`src/ocp_pkg.sv`:
```
package ocp_pkg;

  // data path widths
  localparam int WORD_W = 16;
  localparam int AXI_AW = 8;
  localparam int AXI_DW = 32;
  localparam int AXI_SW = 4;

  // clock and master reset timing
  localparam int CLK_PERIOD_NS = 5;
  localparam int RESET_HOLD_NS = 1000;

  // register byte offsets
  localparam logic [AXI_AW-1:0] REG_DISPLAY = 8'h00;
  localparam logic [AXI_AW-1:0] REG_CONTROL = 8'h04;
  localparam logic [AXI_AW-1:0] REG_STATUS = 8'h08;

  // control register fields
  localparam int CTRL_INHIBIT_BIT = 0;
  localparam int CTRL_PWR_BLOCK_BIT = 1;

  // status register fields
  localparam int STAT_RUN_BIT = 0;
  localparam int STAT_HALT_BIT = 1;
  localparam int STAT_IDLE_BIT = 2;
  localparam int STAT_DONE_BIT = 3;
  localparam int STAT_ARMED_BIT = 4;
  localparam int STAT_BUSY_BIT = 5;
  localparam int STAT_MRESET_BIT = 6;
  localparam int STAT_OPERATOR_ATTENTION_BIT = 7;

  // reset values
  localparam logic [WORD_W-1:0] DISPLAY_RST = 16'h0000;
  localparam logic INHIBIT_RST = 1'b0;

  // axi response codes
  localparam logic [1:0] RESP_OKAY = 2'h0;
  localparam logic [1:0] RESP_SLVERR = 2'h2;

  // positions in the synchronised switch vector
  localparam int SW_OPERATOR_ATTENTION = 0;
  localparam int SW_INHIBIT = 1;
  localparam int SW_HALT = 2;
  localparam int SW_RUN = 3;
  localparam int SW_LOAD = 4;
  localparam int SW_RESET = 5;
  localparam int SW_READ = 6;
  localparam int SW_WRITE = 7;
  localparam int SW_LOADREG = 8;
  localparam int SW_N = 9;
  localparam int LV_SEL = 9;
  localparam int LV_KEY = 10;
  localparam int LV_PWR = 11;
  localparam int DATA_LSB = 12;

  // bus master cycle states
  typedef enum logic [0:0] {
    OCP_BM_IDLE = 1'b0,
    OCP_BM_CYCLE = 1'b1
  } ocp_bm_state_t;

endpackage : ocp_pkg
```
`src/ocp_panel.sv`:
```
// Operation
// - attention switch raises a level one interrupt request to the processor
// - inhibit setting suppresses interrupt levels 1 to 4 and lights indicator
// - halt switch stops a running processor; no action when already halted
// - run switch starts execution from the current program counter
// - autoload switch starts transfer of one block from input device
// - autoload accepted only when armed by a preceding master reset
// - master reset switch resets system, arms autoload, lights its indicator
// - during master reset the bus and all modules stay inactive
// - power event switch off blocks power fail, recovery, line interrupts
// - completion indicator lights when the panel's own bus access ends
// - halt indicator lit only when processor neither runs nor waits
// - run indicator lit while processor fetches and executes
// - idle indicator lit while processor waits for a function to complete
// - panel bus accesses proceed without halting the processor
// - selector in address position takes switches as next target address
// - read fetches addressed location and shows word on display register
// - write stores switch data word into the captured target location
// - display holds read word; write data comes straight from switches
// - switch up is logic one, switch down is logic zero
// - one 16-bit display register, sixteen shared address/data switches
// - switches act only while the keylock reports enable; the power event switch acts regardless of the keylock
// - display register is addressable by software for operator messages
`timescale 1ns/100ps
module ocp_panel #(
  parameter int WORD_W = ocp_pkg::WORD_W,
  parameter int RESET_HOLD_NS = ocp_pkg::RESET_HOLD_NS
)(
  // clock and reset
  input wire logic i_clk,
  input wire logic i_nrst,
  // axi4-lite slave
  input wire logic [ocp_pkg::AXI_AW-1:0] i_awaddr,
  input wire logic i_awvalid,
  output logic o_awready,
  input wire logic [ocp_pkg::AXI_DW-1:0] i_wdata,
  input wire logic [ocp_pkg::AXI_SW-1:0] i_wstrb,
  input wire logic i_wvalid,
  output logic o_wready,
  output logic [1:0] o_bresp,
  output logic o_bvalid,
  input wire logic i_bready,
  input wire logic [ocp_pkg::AXI_AW-1:0] i_araddr,
  input wire logic i_arvalid,
  output logic o_arready,
  output logic [ocp_pkg::AXI_DW-1:0] o_rdata,
  output logic [1:0] o_rresp,
  output logic o_rvalid,
  input wire logic i_rready,
  // panel switches
  input wire logic [WORD_W-1:0] i_sw_data,
  input wire logic i_sel_addr,
  input wire logic i_key_enable,
  input wire logic i_power_event_interrupt_switch,
  input wire logic i_operator_attention,
  input wire logic i_interrupt_inhibit,
  input wire logic i_sw_halt,
  input wire logic i_sw_run,
  input wire logic i_sw_load,
  input wire logic i_sw_reset,
  input wire logic i_sw_read,
  input wire logic i_sw_write,
  input wire logic i_register_load_switch,
  // panel indicators
  output logic [WORD_W-1:0] o_display,
  output logic o_led_run,
  output logic o_led_halt,
  output logic o_led_idle,
  output logic o_led_done,
  output logic o_led_load,
  output logic o_led_inhibit,
  // processor status and control
  input wire logic i_cpu_running,
  input wire logic i_cpu_waiting,
  output logic o_cpu_halt,
  output logic o_cpu_run,
  output logic o_autoload_start,
  output logic o_master_reset,
  // interrupt control
  input wire logic i_irq_operator_attention_ack,
  output logic o_irq_operator_attention,
  output logic o_irq_inhibit,
  output logic o_power_irq_block,
  // system bus master
  output logic o_bm_req,
  output logic o_bm_we,
  output logic [WORD_W-1:0] o_bm_addr,
  output logic [WORD_W-1:0] o_bm_wdata,
  input wire logic i_bm_ack,
  input wire logic [WORD_W-1:0] i_bm_rdata
);
  localparam int SYNC_W = ocp_pkg::DATA_LSB + WORD_W;
  localparam int HOLD_CYC =
    (RESET_HOLD_NS + ocp_pkg::CLK_PERIOD_NS - 1) / ocp_pkg::CLK_PERIOD_NS;
  localparam int RC_W = $clog2(HOLD_CYC + 1);
  localparam logic [RC_W-1:0] HOLD_LOAD = RC_W'(HOLD_CYC);
  generate
    if (WORD_W < 1 || WORD_W > ocp_pkg::AXI_DW || RESET_HOLD_NS < 1)
    begin : g_bad_param
      $error("ocp_panel: unsupported parameter value");
    end
  endgenerate
  function automatic logic reg_hit(input logic [ocp_pkg::AXI_AW-1:0] a,
                                   input logic [ocp_pkg::AXI_AW-1:0] off);
    reg_hit = (a[ocp_pkg::AXI_AW-1:2] == off[ocp_pkg::AXI_AW-1:2]);
  endfunction : reg_hit
  function automatic logic [WORD_W-1:0] strb_merge(input logic [WORD_W-1:0] old,
    input logic [ocp_pkg::AXI_DW-1:0] d, input logic [ocp_pkg::AXI_SW-1:0] s);
    logic [WORD_W-1:0] r;
    r = old;
    for (int i = 0; i < WORD_W; i++)
      if (s[i / 8])
        r[i] = d[i];
    strb_merge = r;
  endfunction : strb_merge
  // switch synchronisers
  logic [SYNC_W-1:0] raw;
  logic [SYNC_W-1:0] s1;
  logic [SYNC_W-1:0] s2;
  logic [SYNC_W-1:0] s3;
  assign raw = {i_sw_data, i_power_event_interrupt_switch, i_key_enable, i_sel_addr,
                i_register_load_switch, i_sw_write, i_sw_read, i_sw_reset, i_sw_load,
                i_sw_run, i_sw_halt, i_interrupt_inhibit, i_operator_attention};
  genvar g;
  generate
    for (g = 0; g < SYNC_W; g++)
    begin : g_sync
      always_ff @(posedge i_clk or negedge i_nrst)
      begin
        if (!i_nrst)
        begin
          s1[g] <= 1'b0;
          s2[g] <= 1'b0;
          s3[g] <= 1'b0;
        end
        else
        begin
          s1[g] <= raw[g];
          s2[g] <= s1[g];
          s3[g] <= s2[g];
        end
      end
    end
  endgenerate
  wire key_en = s2[ocp_pkg::LV_KEY];
  wire sel_addr = s2[ocp_pkg::LV_SEL];
  wire pwr_on = s2[ocp_pkg::LV_PWR];
  wire [WORD_W-1:0] sw_word = s2[SYNC_W-1:ocp_pkg::DATA_LSB];
  wire [ocp_pkg::SW_N-1:0] act =
    s2[ocp_pkg::SW_N-1:0] & ~s3[ocp_pkg::SW_N-1:0] & {ocp_pkg::SW_N{key_en}};
  // master reset sequencing
  logic [RC_W-1:0] rst_cnt;
  logic armed;
  wire in_reset = (rst_cnt != '0);
  wire [RC_W-1:0] next_rst_cnt = act[ocp_pkg::SW_RESET] ? HOLD_LOAD :
                                 (in_reset ? rst_cnt - 1'b1 : rst_cnt);
  wire load_go = act[ocp_pkg::SW_LOAD] & armed & ~in_reset;
  wire next_armed = act[ocp_pkg::SW_RESET] | (armed & ~load_go);
  wire cpu_halted = ~i_cpu_running & ~i_cpu_waiting;
  always_ff @(posedge i_clk or negedge i_nrst)
  begin
    if (!i_nrst)
    begin
      rst_cnt <= '0;
      armed <= 1'b0;
      o_master_reset <= 1'b0;
      o_led_load <= 1'b0;
      o_autoload_start <= 1'b0;
      o_cpu_halt <= 1'b0;
      o_cpu_run <= 1'b0;
      o_led_run <= 1'b0;
      o_led_idle <= 1'b0;
      o_led_halt <= 1'b0;
    end
    else
    begin
      rst_cnt <= next_rst_cnt;
      armed <= next_armed;
      o_master_reset <= (next_rst_cnt != '0);
      o_led_load <= next_armed;
      o_autoload_start <= load_go;
      o_cpu_halt <= act[ocp_pkg::SW_HALT] & ~cpu_halted & ~in_reset;
      o_cpu_run <= act[ocp_pkg::SW_RUN] & cpu_halted & ~in_reset;
      o_led_run <= i_cpu_running;
      o_led_idle <= ~i_cpu_running & i_cpu_waiting;
      o_led_halt <= cpu_halted;
    end
  end
  // axi write channel state
  logic aw_full;
  logic w_full;
  logic [ocp_pkg::AXI_AW-1:0] aw_addr;
  logic [ocp_pkg::AXI_DW-1:0] w_data;
  logic [ocp_pkg::AXI_SW-1:0] w_strb;
  wire aw_take = i_awvalid & o_awready;
  wire w_take = i_wvalid & o_wready;
  wire wr_go = aw_full & w_full & ~o_bvalid;
  wire next_aw_full = (aw_full & ~wr_go) | aw_take;
  wire next_w_full = (w_full & ~wr_go) | w_take;
  wire wr_disp = wr_go & reg_hit(aw_addr, ocp_pkg::REG_DISPLAY);
  wire wr_ctrl = wr_go & reg_hit(aw_addr, ocp_pkg::REG_CONTROL);
  wire wr_mapped = wr_disp | wr_ctrl | reg_hit(aw_addr, ocp_pkg::REG_STATUS);
  always_ff @(posedge i_clk or negedge i_nrst)
  begin
    if (!i_nrst)
    begin
      aw_full <= 1'b0;
      w_full <= 1'b0;
      aw_addr <= '0;
      w_data <= '0;
      w_strb <= '0;
      o_awready <= 1'b1;
      o_wready <= 1'b1;
      o_bvalid <= 1'b0;
      o_bresp <= ocp_pkg::RESP_OKAY;
    end
    else
    begin
      aw_full <= next_aw_full;
      w_full <= next_w_full;
      o_awready <= ~next_aw_full;
      o_wready <= ~next_w_full;
      if (aw_take)
      begin
        aw_addr <= i_awaddr;
      end
      if (w_take)
      begin
        w_data <= i_wdata;
        w_strb <= i_wstrb;
      end
      if (wr_go)
      begin
        o_bvalid <= 1'b1;
        o_bresp <= wr_mapped ? ocp_pkg::RESP_OKAY : ocp_pkg::RESP_SLVERR;
      end
      else if (i_bready)
      begin
        o_bvalid <= 1'b0;
      end
    end
  end
  // operator attention, inhibit and power event blocking
  logic operator_attention_pend;
  logic inhibit;
  wire operator_attention_set = act[ocp_pkg::SW_OPERATOR_ATTENTION] & ~in_reset;
  wire next_operator_attention = operator_attention_set | (operator_attention_pend & ~i_irq_operator_attention_ack);
  wire next_inhibit = act[ocp_pkg::SW_INHIBIT] ? ~inhibit :
                      (wr_ctrl & w_strb[0]) ? w_data[ocp_pkg::CTRL_INHIBIT_BIT] :
                      inhibit;
  always_ff @(posedge i_clk or negedge i_nrst)
  begin
    if (!i_nrst)
    begin
      operator_attention_pend <= 1'b0;
      inhibit <= ocp_pkg::INHIBIT_RST;
      o_irq_operator_attention <= 1'b0;
      o_irq_inhibit <= ocp_pkg::INHIBIT_RST;
      o_led_inhibit <= ocp_pkg::INHIBIT_RST;
      o_power_irq_block <= 1'b0;
    end
    else
    begin
      operator_attention_pend <= next_operator_attention;
      inhibit <= next_inhibit;
      o_irq_operator_attention <= next_operator_attention & ~next_inhibit & ~in_reset;
      o_irq_inhibit <= next_inhibit;
      o_led_inhibit <= next_inhibit;
      o_power_irq_block <= ~pwr_on;
    end
  end
  // panel bus master
  ocp_pkg::ocp_bm_state_t bm_state;
  logic [WORD_W-1:0] target;
  wire bm_idle = (bm_state == ocp_pkg::OCP_BM_IDLE);
  wire [WORD_W-1:0] next_target = (sel_addr & key_en & bm_idle) ? sw_word : target;
  wire start_rd = act[ocp_pkg::SW_READ] & bm_idle & ~in_reset;
  wire start_wr = act[ocp_pkg::SW_WRITE] & ~act[ocp_pkg::SW_READ] & bm_idle & ~in_reset;
  wire bm_end = ~bm_idle & i_bm_ack & ~in_reset;
  wire rd_return = bm_end & ~o_bm_we;
  // display register: bus read return, then software, then load switch
  wire [WORD_W-1:0] next_display =
    rd_return ? i_bm_rdata :
    wr_disp ? strb_merge(o_display, w_data, w_strb) :
    act[ocp_pkg::SW_LOADREG] ? sw_word : o_display;
  always_ff @(posedge i_clk or negedge i_nrst)
  begin
    if (!i_nrst)
    begin
      bm_state <= ocp_pkg::OCP_BM_IDLE;
      target <= '0;
      o_bm_req <= 1'b0;
      o_bm_we <= 1'b0;
      o_bm_addr <= '0;
      o_bm_wdata <= '0;
      o_led_done <= 1'b0;
      o_display <= ocp_pkg::DISPLAY_RST;
    end
    else
    begin
      target <= next_target;
      o_display <= next_display;
      case (bm_state)
        ocp_pkg::OCP_BM_IDLE:
        begin
          if (start_rd | start_wr)
          begin
            bm_state <= ocp_pkg::OCP_BM_CYCLE;
            o_bm_req <= 1'b1;
            o_bm_we <= start_wr;
            o_bm_addr <= next_target;
            o_bm_wdata <= sw_word;
            o_led_done <= 1'b0;
          end
        end
        ocp_pkg::OCP_BM_CYCLE:
        begin
          if (in_reset)
          begin
            bm_state <= ocp_pkg::OCP_BM_IDLE;
            o_bm_req <= 1'b0;
          end
          else if (i_bm_ack)
          begin
            bm_state <= ocp_pkg::OCP_BM_IDLE;
            o_bm_req <= 1'b0;
            o_led_done <= 1'b1;
          end
        end
        default:
        begin
          bm_state <= ocp_pkg::OCP_BM_IDLE;
          o_bm_req <= 1'b0;
        end
      endcase
    end
  end
  // axi read channel
  logic [ocp_pkg::AXI_DW-1:0] rd_word;
  logic rd_mapped;
  wire ar_take = i_arvalid & o_arready;
  wire next_rvalid = ar_take | (o_rvalid & ~i_rready);
  always_comb
  begin
    rd_word = '0;
    rd_mapped = 1'b1;
    if (reg_hit(i_araddr, ocp_pkg::REG_DISPLAY))
    begin
      rd_word[WORD_W-1:0] = o_display;
    end
    else if (reg_hit(i_araddr, ocp_pkg::REG_CONTROL))
    begin
      rd_word[ocp_pkg::CTRL_INHIBIT_BIT] = inhibit;
      rd_word[ocp_pkg::CTRL_PWR_BLOCK_BIT] = o_power_irq_block;
    end
    else if (reg_hit(i_araddr, ocp_pkg::REG_STATUS))
    begin
      rd_word[ocp_pkg::STAT_RUN_BIT] = o_led_run;
      rd_word[ocp_pkg::STAT_HALT_BIT] = o_led_halt;
      rd_word[ocp_pkg::STAT_IDLE_BIT] = o_led_idle;
      rd_word[ocp_pkg::STAT_DONE_BIT] = o_led_done;
      rd_word[ocp_pkg::STAT_ARMED_BIT] = armed;
      rd_word[ocp_pkg::STAT_BUSY_BIT] = ~bm_idle;
      rd_word[ocp_pkg::STAT_MRESET_BIT] = in_reset;
      rd_word[ocp_pkg::STAT_OPERATOR_ATTENTION_BIT] = operator_attention_pend;
    end
    else
    begin
      rd_mapped = 1'b0;
    end
  end

  always_ff @(posedge i_clk or negedge i_nrst)
  begin
    if (!i_nrst)
    begin
      o_arready <= 1'b1;
      o_rvalid <= 1'b0;
      o_rdata <= '0;
      o_rresp <= ocp_pkg::RESP_OKAY;
    end
    else
    begin
      o_rvalid <= next_rvalid;
      o_arready <= ~next_rvalid;
      if (ar_take)
      begin
        o_rdata <= rd_word;
        o_rresp <= rd_mapped ? ocp_pkg::RESP_OKAY : ocp_pkg::RESP_SLVERR;
      end
    end
  end

endmodule : ocp_panel

```
`config.mk`:
```
export PLATFORM = sky130hd
export DESIGN_NAME = ocp_panel
export DESIGN_NICKNAME = d
export VERILOG_FILES = /design/src/ocp_pkg.sv /design/src/ocp_panel.sv
export SDC_FILE = /design/constraint.sdc
export NUM_CORES = 1
export LEC_CHECK = 0
export BUFFER_PORTS_ARGS = -buffer_cell sky130_fd_sc_hd__buf_4
export CORE_MARGIN = 2
export CORE_UTILIZATION = 41
export CTS_CLUSTER_DIAMETER = 100
export DETAILED_ROUTE_END_ITERATION = 16
export GPL_ROUTABILITY_DRIVEN = 0
export GPL_TIMING_DRIVEN = 0
export PLACE_DENSITY_LB_ADDON = 0.08
export SYNTH_ARGS = -nofsm -noshare
export SYNTH_HDL_FRONTEND = slang
export SYNTH_SLANG_ARGS = --single-unit
```
`constraint.sdc`:
```
create_clock -name i_clk -period 2.6 [get_ports i_clk]
set_clock_uncertainty 0.05 [all_clocks]
set_input_delay 0.13 -clock i_clk [delete_from_list [all_inputs] [get_ports i_clk]]
set_output_delay 0.13 -clock i_clk [all_outputs]
set_load 0.005 [all_outputs]
```
==> qor.yml <==
power:
  switching_share: 0.258
  p_int_mw: 6.49
  leakagePower_nw: 5.00
  p_clk_frac: 0.355
  combPwrFrac: 0.180
  ir_drop_mv: 0.418
  power_density_mw_per_mm2: 805
  pwr-share-seq: 0.466
  p_sw_mw: 2.26
final_layout:
  fin_nets: 964
  area_growth_pct: 41.9
  n_antenna_cell: 0
  fin_util: 0.599
  final_layout_size_suffix_gt1_frac: 0.366
run_status:
  status: "completed"
clock_tree:
  clk-insertion-delay-late_ns: 0.48
  numCtsBuffers: 21
  clkSinkCount: 202
  clk_pin_slew_worst_paths_ns: 0.06
  cts_tree: "done"
  root_buffer: "clkbuf_16"
  max-clock-path-buffers: 3
  htree_levels: 1
logic_synthesis:
  syn_avg_cell_area_um2: 13.5
  yosysSeqAreaShare: 0.661
  synth.top_cell.area_share: 0.650
  ys_types: 59
  netlist_area_mm2: 0.00766
  netlist_instances: 567
  ys_ff_latch: 202
  ys_warn_count: 0
  yosysTopAreaCell: "dfrtp_1"
  synth.top_cells.by_area: "dfrtp_1 (65%), mux2_2 (7.6%), mux2_4 (3.9%)"
  synthFlopType: "dfrtp_1"
  async_flop_share: 1.00
  synth_edf_count: 0
min_path:
  hp-class: "primary input to flop"
  min_path_cells: 3
  hold_path_end: "aw_full"
  worstHoldStart: "i_awvalid"
worst_setup_path:
  worst_setup_path_end_kind: "flop"
  worst-path-stages: 5
  crit_top_cell: "mux2_2"
  critPathArrivalTime_ns: 2.80
  worst-path-buf-inv: 2
  crit_type: "flop to flop"
  crit_family: "buffers and inverters"
  worst_setup_path_start_kind: "flop"
  required_ns: 2.92
  cpPeakStageDelay_ns: 0.68
  cpMaxStageDelayCell: "clkbuf_1"
  rr_startpoint: "key_en"
  crit_chain: "buf_2 -> nand3_1 -> clkbuf_1 -> mux2_2 -> mux2_2"
  r2r_slack_ns: 0.12
  ff2ff_path_depth: 5
  timing.rr.end: "o_bm_addr[10]"
  path_max_fanout: 10
run:
  max-cap-violations: 0
floorplan:
  fp.dieArea_mm2: 0.0198
  die_h_um: 141
  coreArea_mm2: 0.0181
  start_util: 0.422
  rows: 49
  die_x_um: 141
  ios: 211
drt:
  drt_wl_total_um: 19600
  first_pass_iters: 5
  detail-route-antenna-nets: 0
  wl_per_cell_um: 17.8
  drtIter0Drc: 364
  drc_errors: 0
  vias: 5411
  viasPerCell: 4.92
grt:
  antenna_found_initial: 0
  grt_pass1_vias: 5838
  track_usage: 0.199
  grt_max_degree: 78
  grt_overflow_total: 0
  grt_pass1_wl_um: 31200
placement:
  dp_hpwl_um: 13900
  portBuffers: 169
sta:
  whs_ns: 0.0224
  maxSlewViolCount: 0
  min_period_ns: 2.48
  finalHoldViolations: 0
  fin_crit_sh: 0.953
  grt_setup_unrepaired: "no"
  setup_viol: 0
  maxSlewHeadroom: 0.384
  worst_slew_pin_slew_ns: 0.923
  fmax_mhz: 403
[worst reg2reg max path, delay by kind of cell, from the launching register on]
family | cells | cell delay, ns
buf+inv | 2 | 0.88
flops | 1 | 0.35
mux | 2 | 0.71
simple gates | 1 | 0.38
[registers in the layout (all words and copies together) (netlist names), 2 cells and up]
register / count
aw_addr: 6
o_bm_addr: 16
o_bm_wdata: 16
o_display: 16
o_rdata: 16
rst_cnt: 8
s1: 28
s2: 25
s3: 9
target: 16
w_data: 16
w_strb: 2
[per-stage QoR]
stage	power (mW)	cell area, um2	TNS [ns]	setup slack (ns)	instances
global placement	5.48	9280	-10.59	-0.260	982
global route	9.16	10900	0	0.00485	1099
floorplan	4.84	7720	0	0.114	584
CTS	8.81	10900	0	0.0432	1099
detailed placement	5.58	9340	-14.33	-0.351	984
finish	8.74	10900	0	0.121	1099
[cells in the final DEF (no fill, tap or decap), types with 3 or more instances in the layout]
| cell type | count |
|---|---|
| dfrtp_1 | 198 |
| buf_4 | 188 |
| dlygate4sd3_1 | 76 |
| nand2_1 | 59 |
| mux2_2 | 52 |
| nor3_1 | 29 |
| o21ai_0 | 23 |
| clkbuf_16 | 21 |
| mux2_4 | 20 |
| nor2_1 | 18 |
| conb_1 | 18 |
| clkbuf_1 | 17 |
| inv_1 | 13 |
| o31ai_1 | 10 |
| a21oi_1 | 9 |
| o22ai_1 | 9 |
| o41ai_1 | 8 |
| nor2b_1 | 7 |
| buf_2 | 6 |
| a22oi_1 | 6 |
| buf_6 | 5 |
| clkbuf_8 | 5 |
| nand3b_1 | 3 |
| or3_1 | 3 |
| buf_1 | 3 |
| nand2b_1 | 3 |
| nor4_1 | 3 |
| bufinv_16 | 3 |
| dfstp_2 | 3 |
[cell usage after synthesis (9+ instances only)]
cell and n:
dfrtp_1 199, nand2_1 59, mux2_2 52, nor3_1 29, o21ai_0 23, mux2_4 20, buf_4 19, nor2_1 18
inv_1 14, clkbuf_1 12, o31ai_1 10, a21oi_1 9, o22ai_1 9
[metal layers]
metal | GRT usage | up-vias | part of all wire
li1 | - | 2546 | -
met1 | 0.268 | 2645 | 0.44
met2 | 0.339 | 188 | 0.49
met3 | 0.0350 | 32 | 0.060
met4 | 0.0495 | 0 | 0.019
met5 | 0 | - | 0
[how the worst max path moves through the flow]
stage          startpoint  slack [ns]       endpoint
5_1_grt        rst_cnt[0]       0.005   o_display[5]
4_1_cts        rst_cnt[0]        0.04   o_bm_addr[2]
3_5_place_dp   rst_cnt[0]       -0.35  o_bm_addr[10]
3_3_place_gp   rst_cnt[0]       -0.26  o_bm_addr[14]
6_report           key_en        0.12  o_bm_addr[10]
2_1_floorplan  rst_cnt[0]        0.11   o_bm_addr[0]
[final cells by class]
class | count | area [um2]
plain buffers | 43 | 272
repair buffers | 249 | 2110
inverters | 14 | 52.6
fillers | 1473 | 7280
well taps | 229 | 287
clock buffers | 33 | 621
clock inverters | 4 | 95.1
multi-input cells | 325 | 2370
flip-flops and latches | 202 | 5060
[logic make-up after synthesis]
| group | share of synthesized area |
|---|---|
| buffers and inverters | 0.0420 |
| AND/OR/NAND/NOR | 0.0974 |
| flip-flops | 0.661 |
| adder cells (fa/ha/maj) | 0.00163 |
| AO/OA/AOI/OAI | 0.0771 |
| XOR/XNOR | 0.00229 |
| multiplexers | 0.118 |
| other | 0.000490 |
[power by group through the flow]
stage	combinational, mW	sequential [mW]	clock (mW)
floorplan	0.839	4.00	0
global placement	1.40	4.08	0
detailed placement	1.46	4.12	0
CTS	1.58	4.07	3.16
global route	1.72	4.14	3.30
finish	1.57	4.07	3.10
[timing repair]
action | 4_1_cts | 5_1_grt
cloned | 0 | 0
endpoints found under the hold margin | 216 | 0
setup endpoints to repair | 53 | 40
gates resized for setup | 7 | 3
buffers inserted | 2 | 0
pin swaps | 1 | 1
hold buffers | 76 | 0
(Power assumes the default switching activity.)
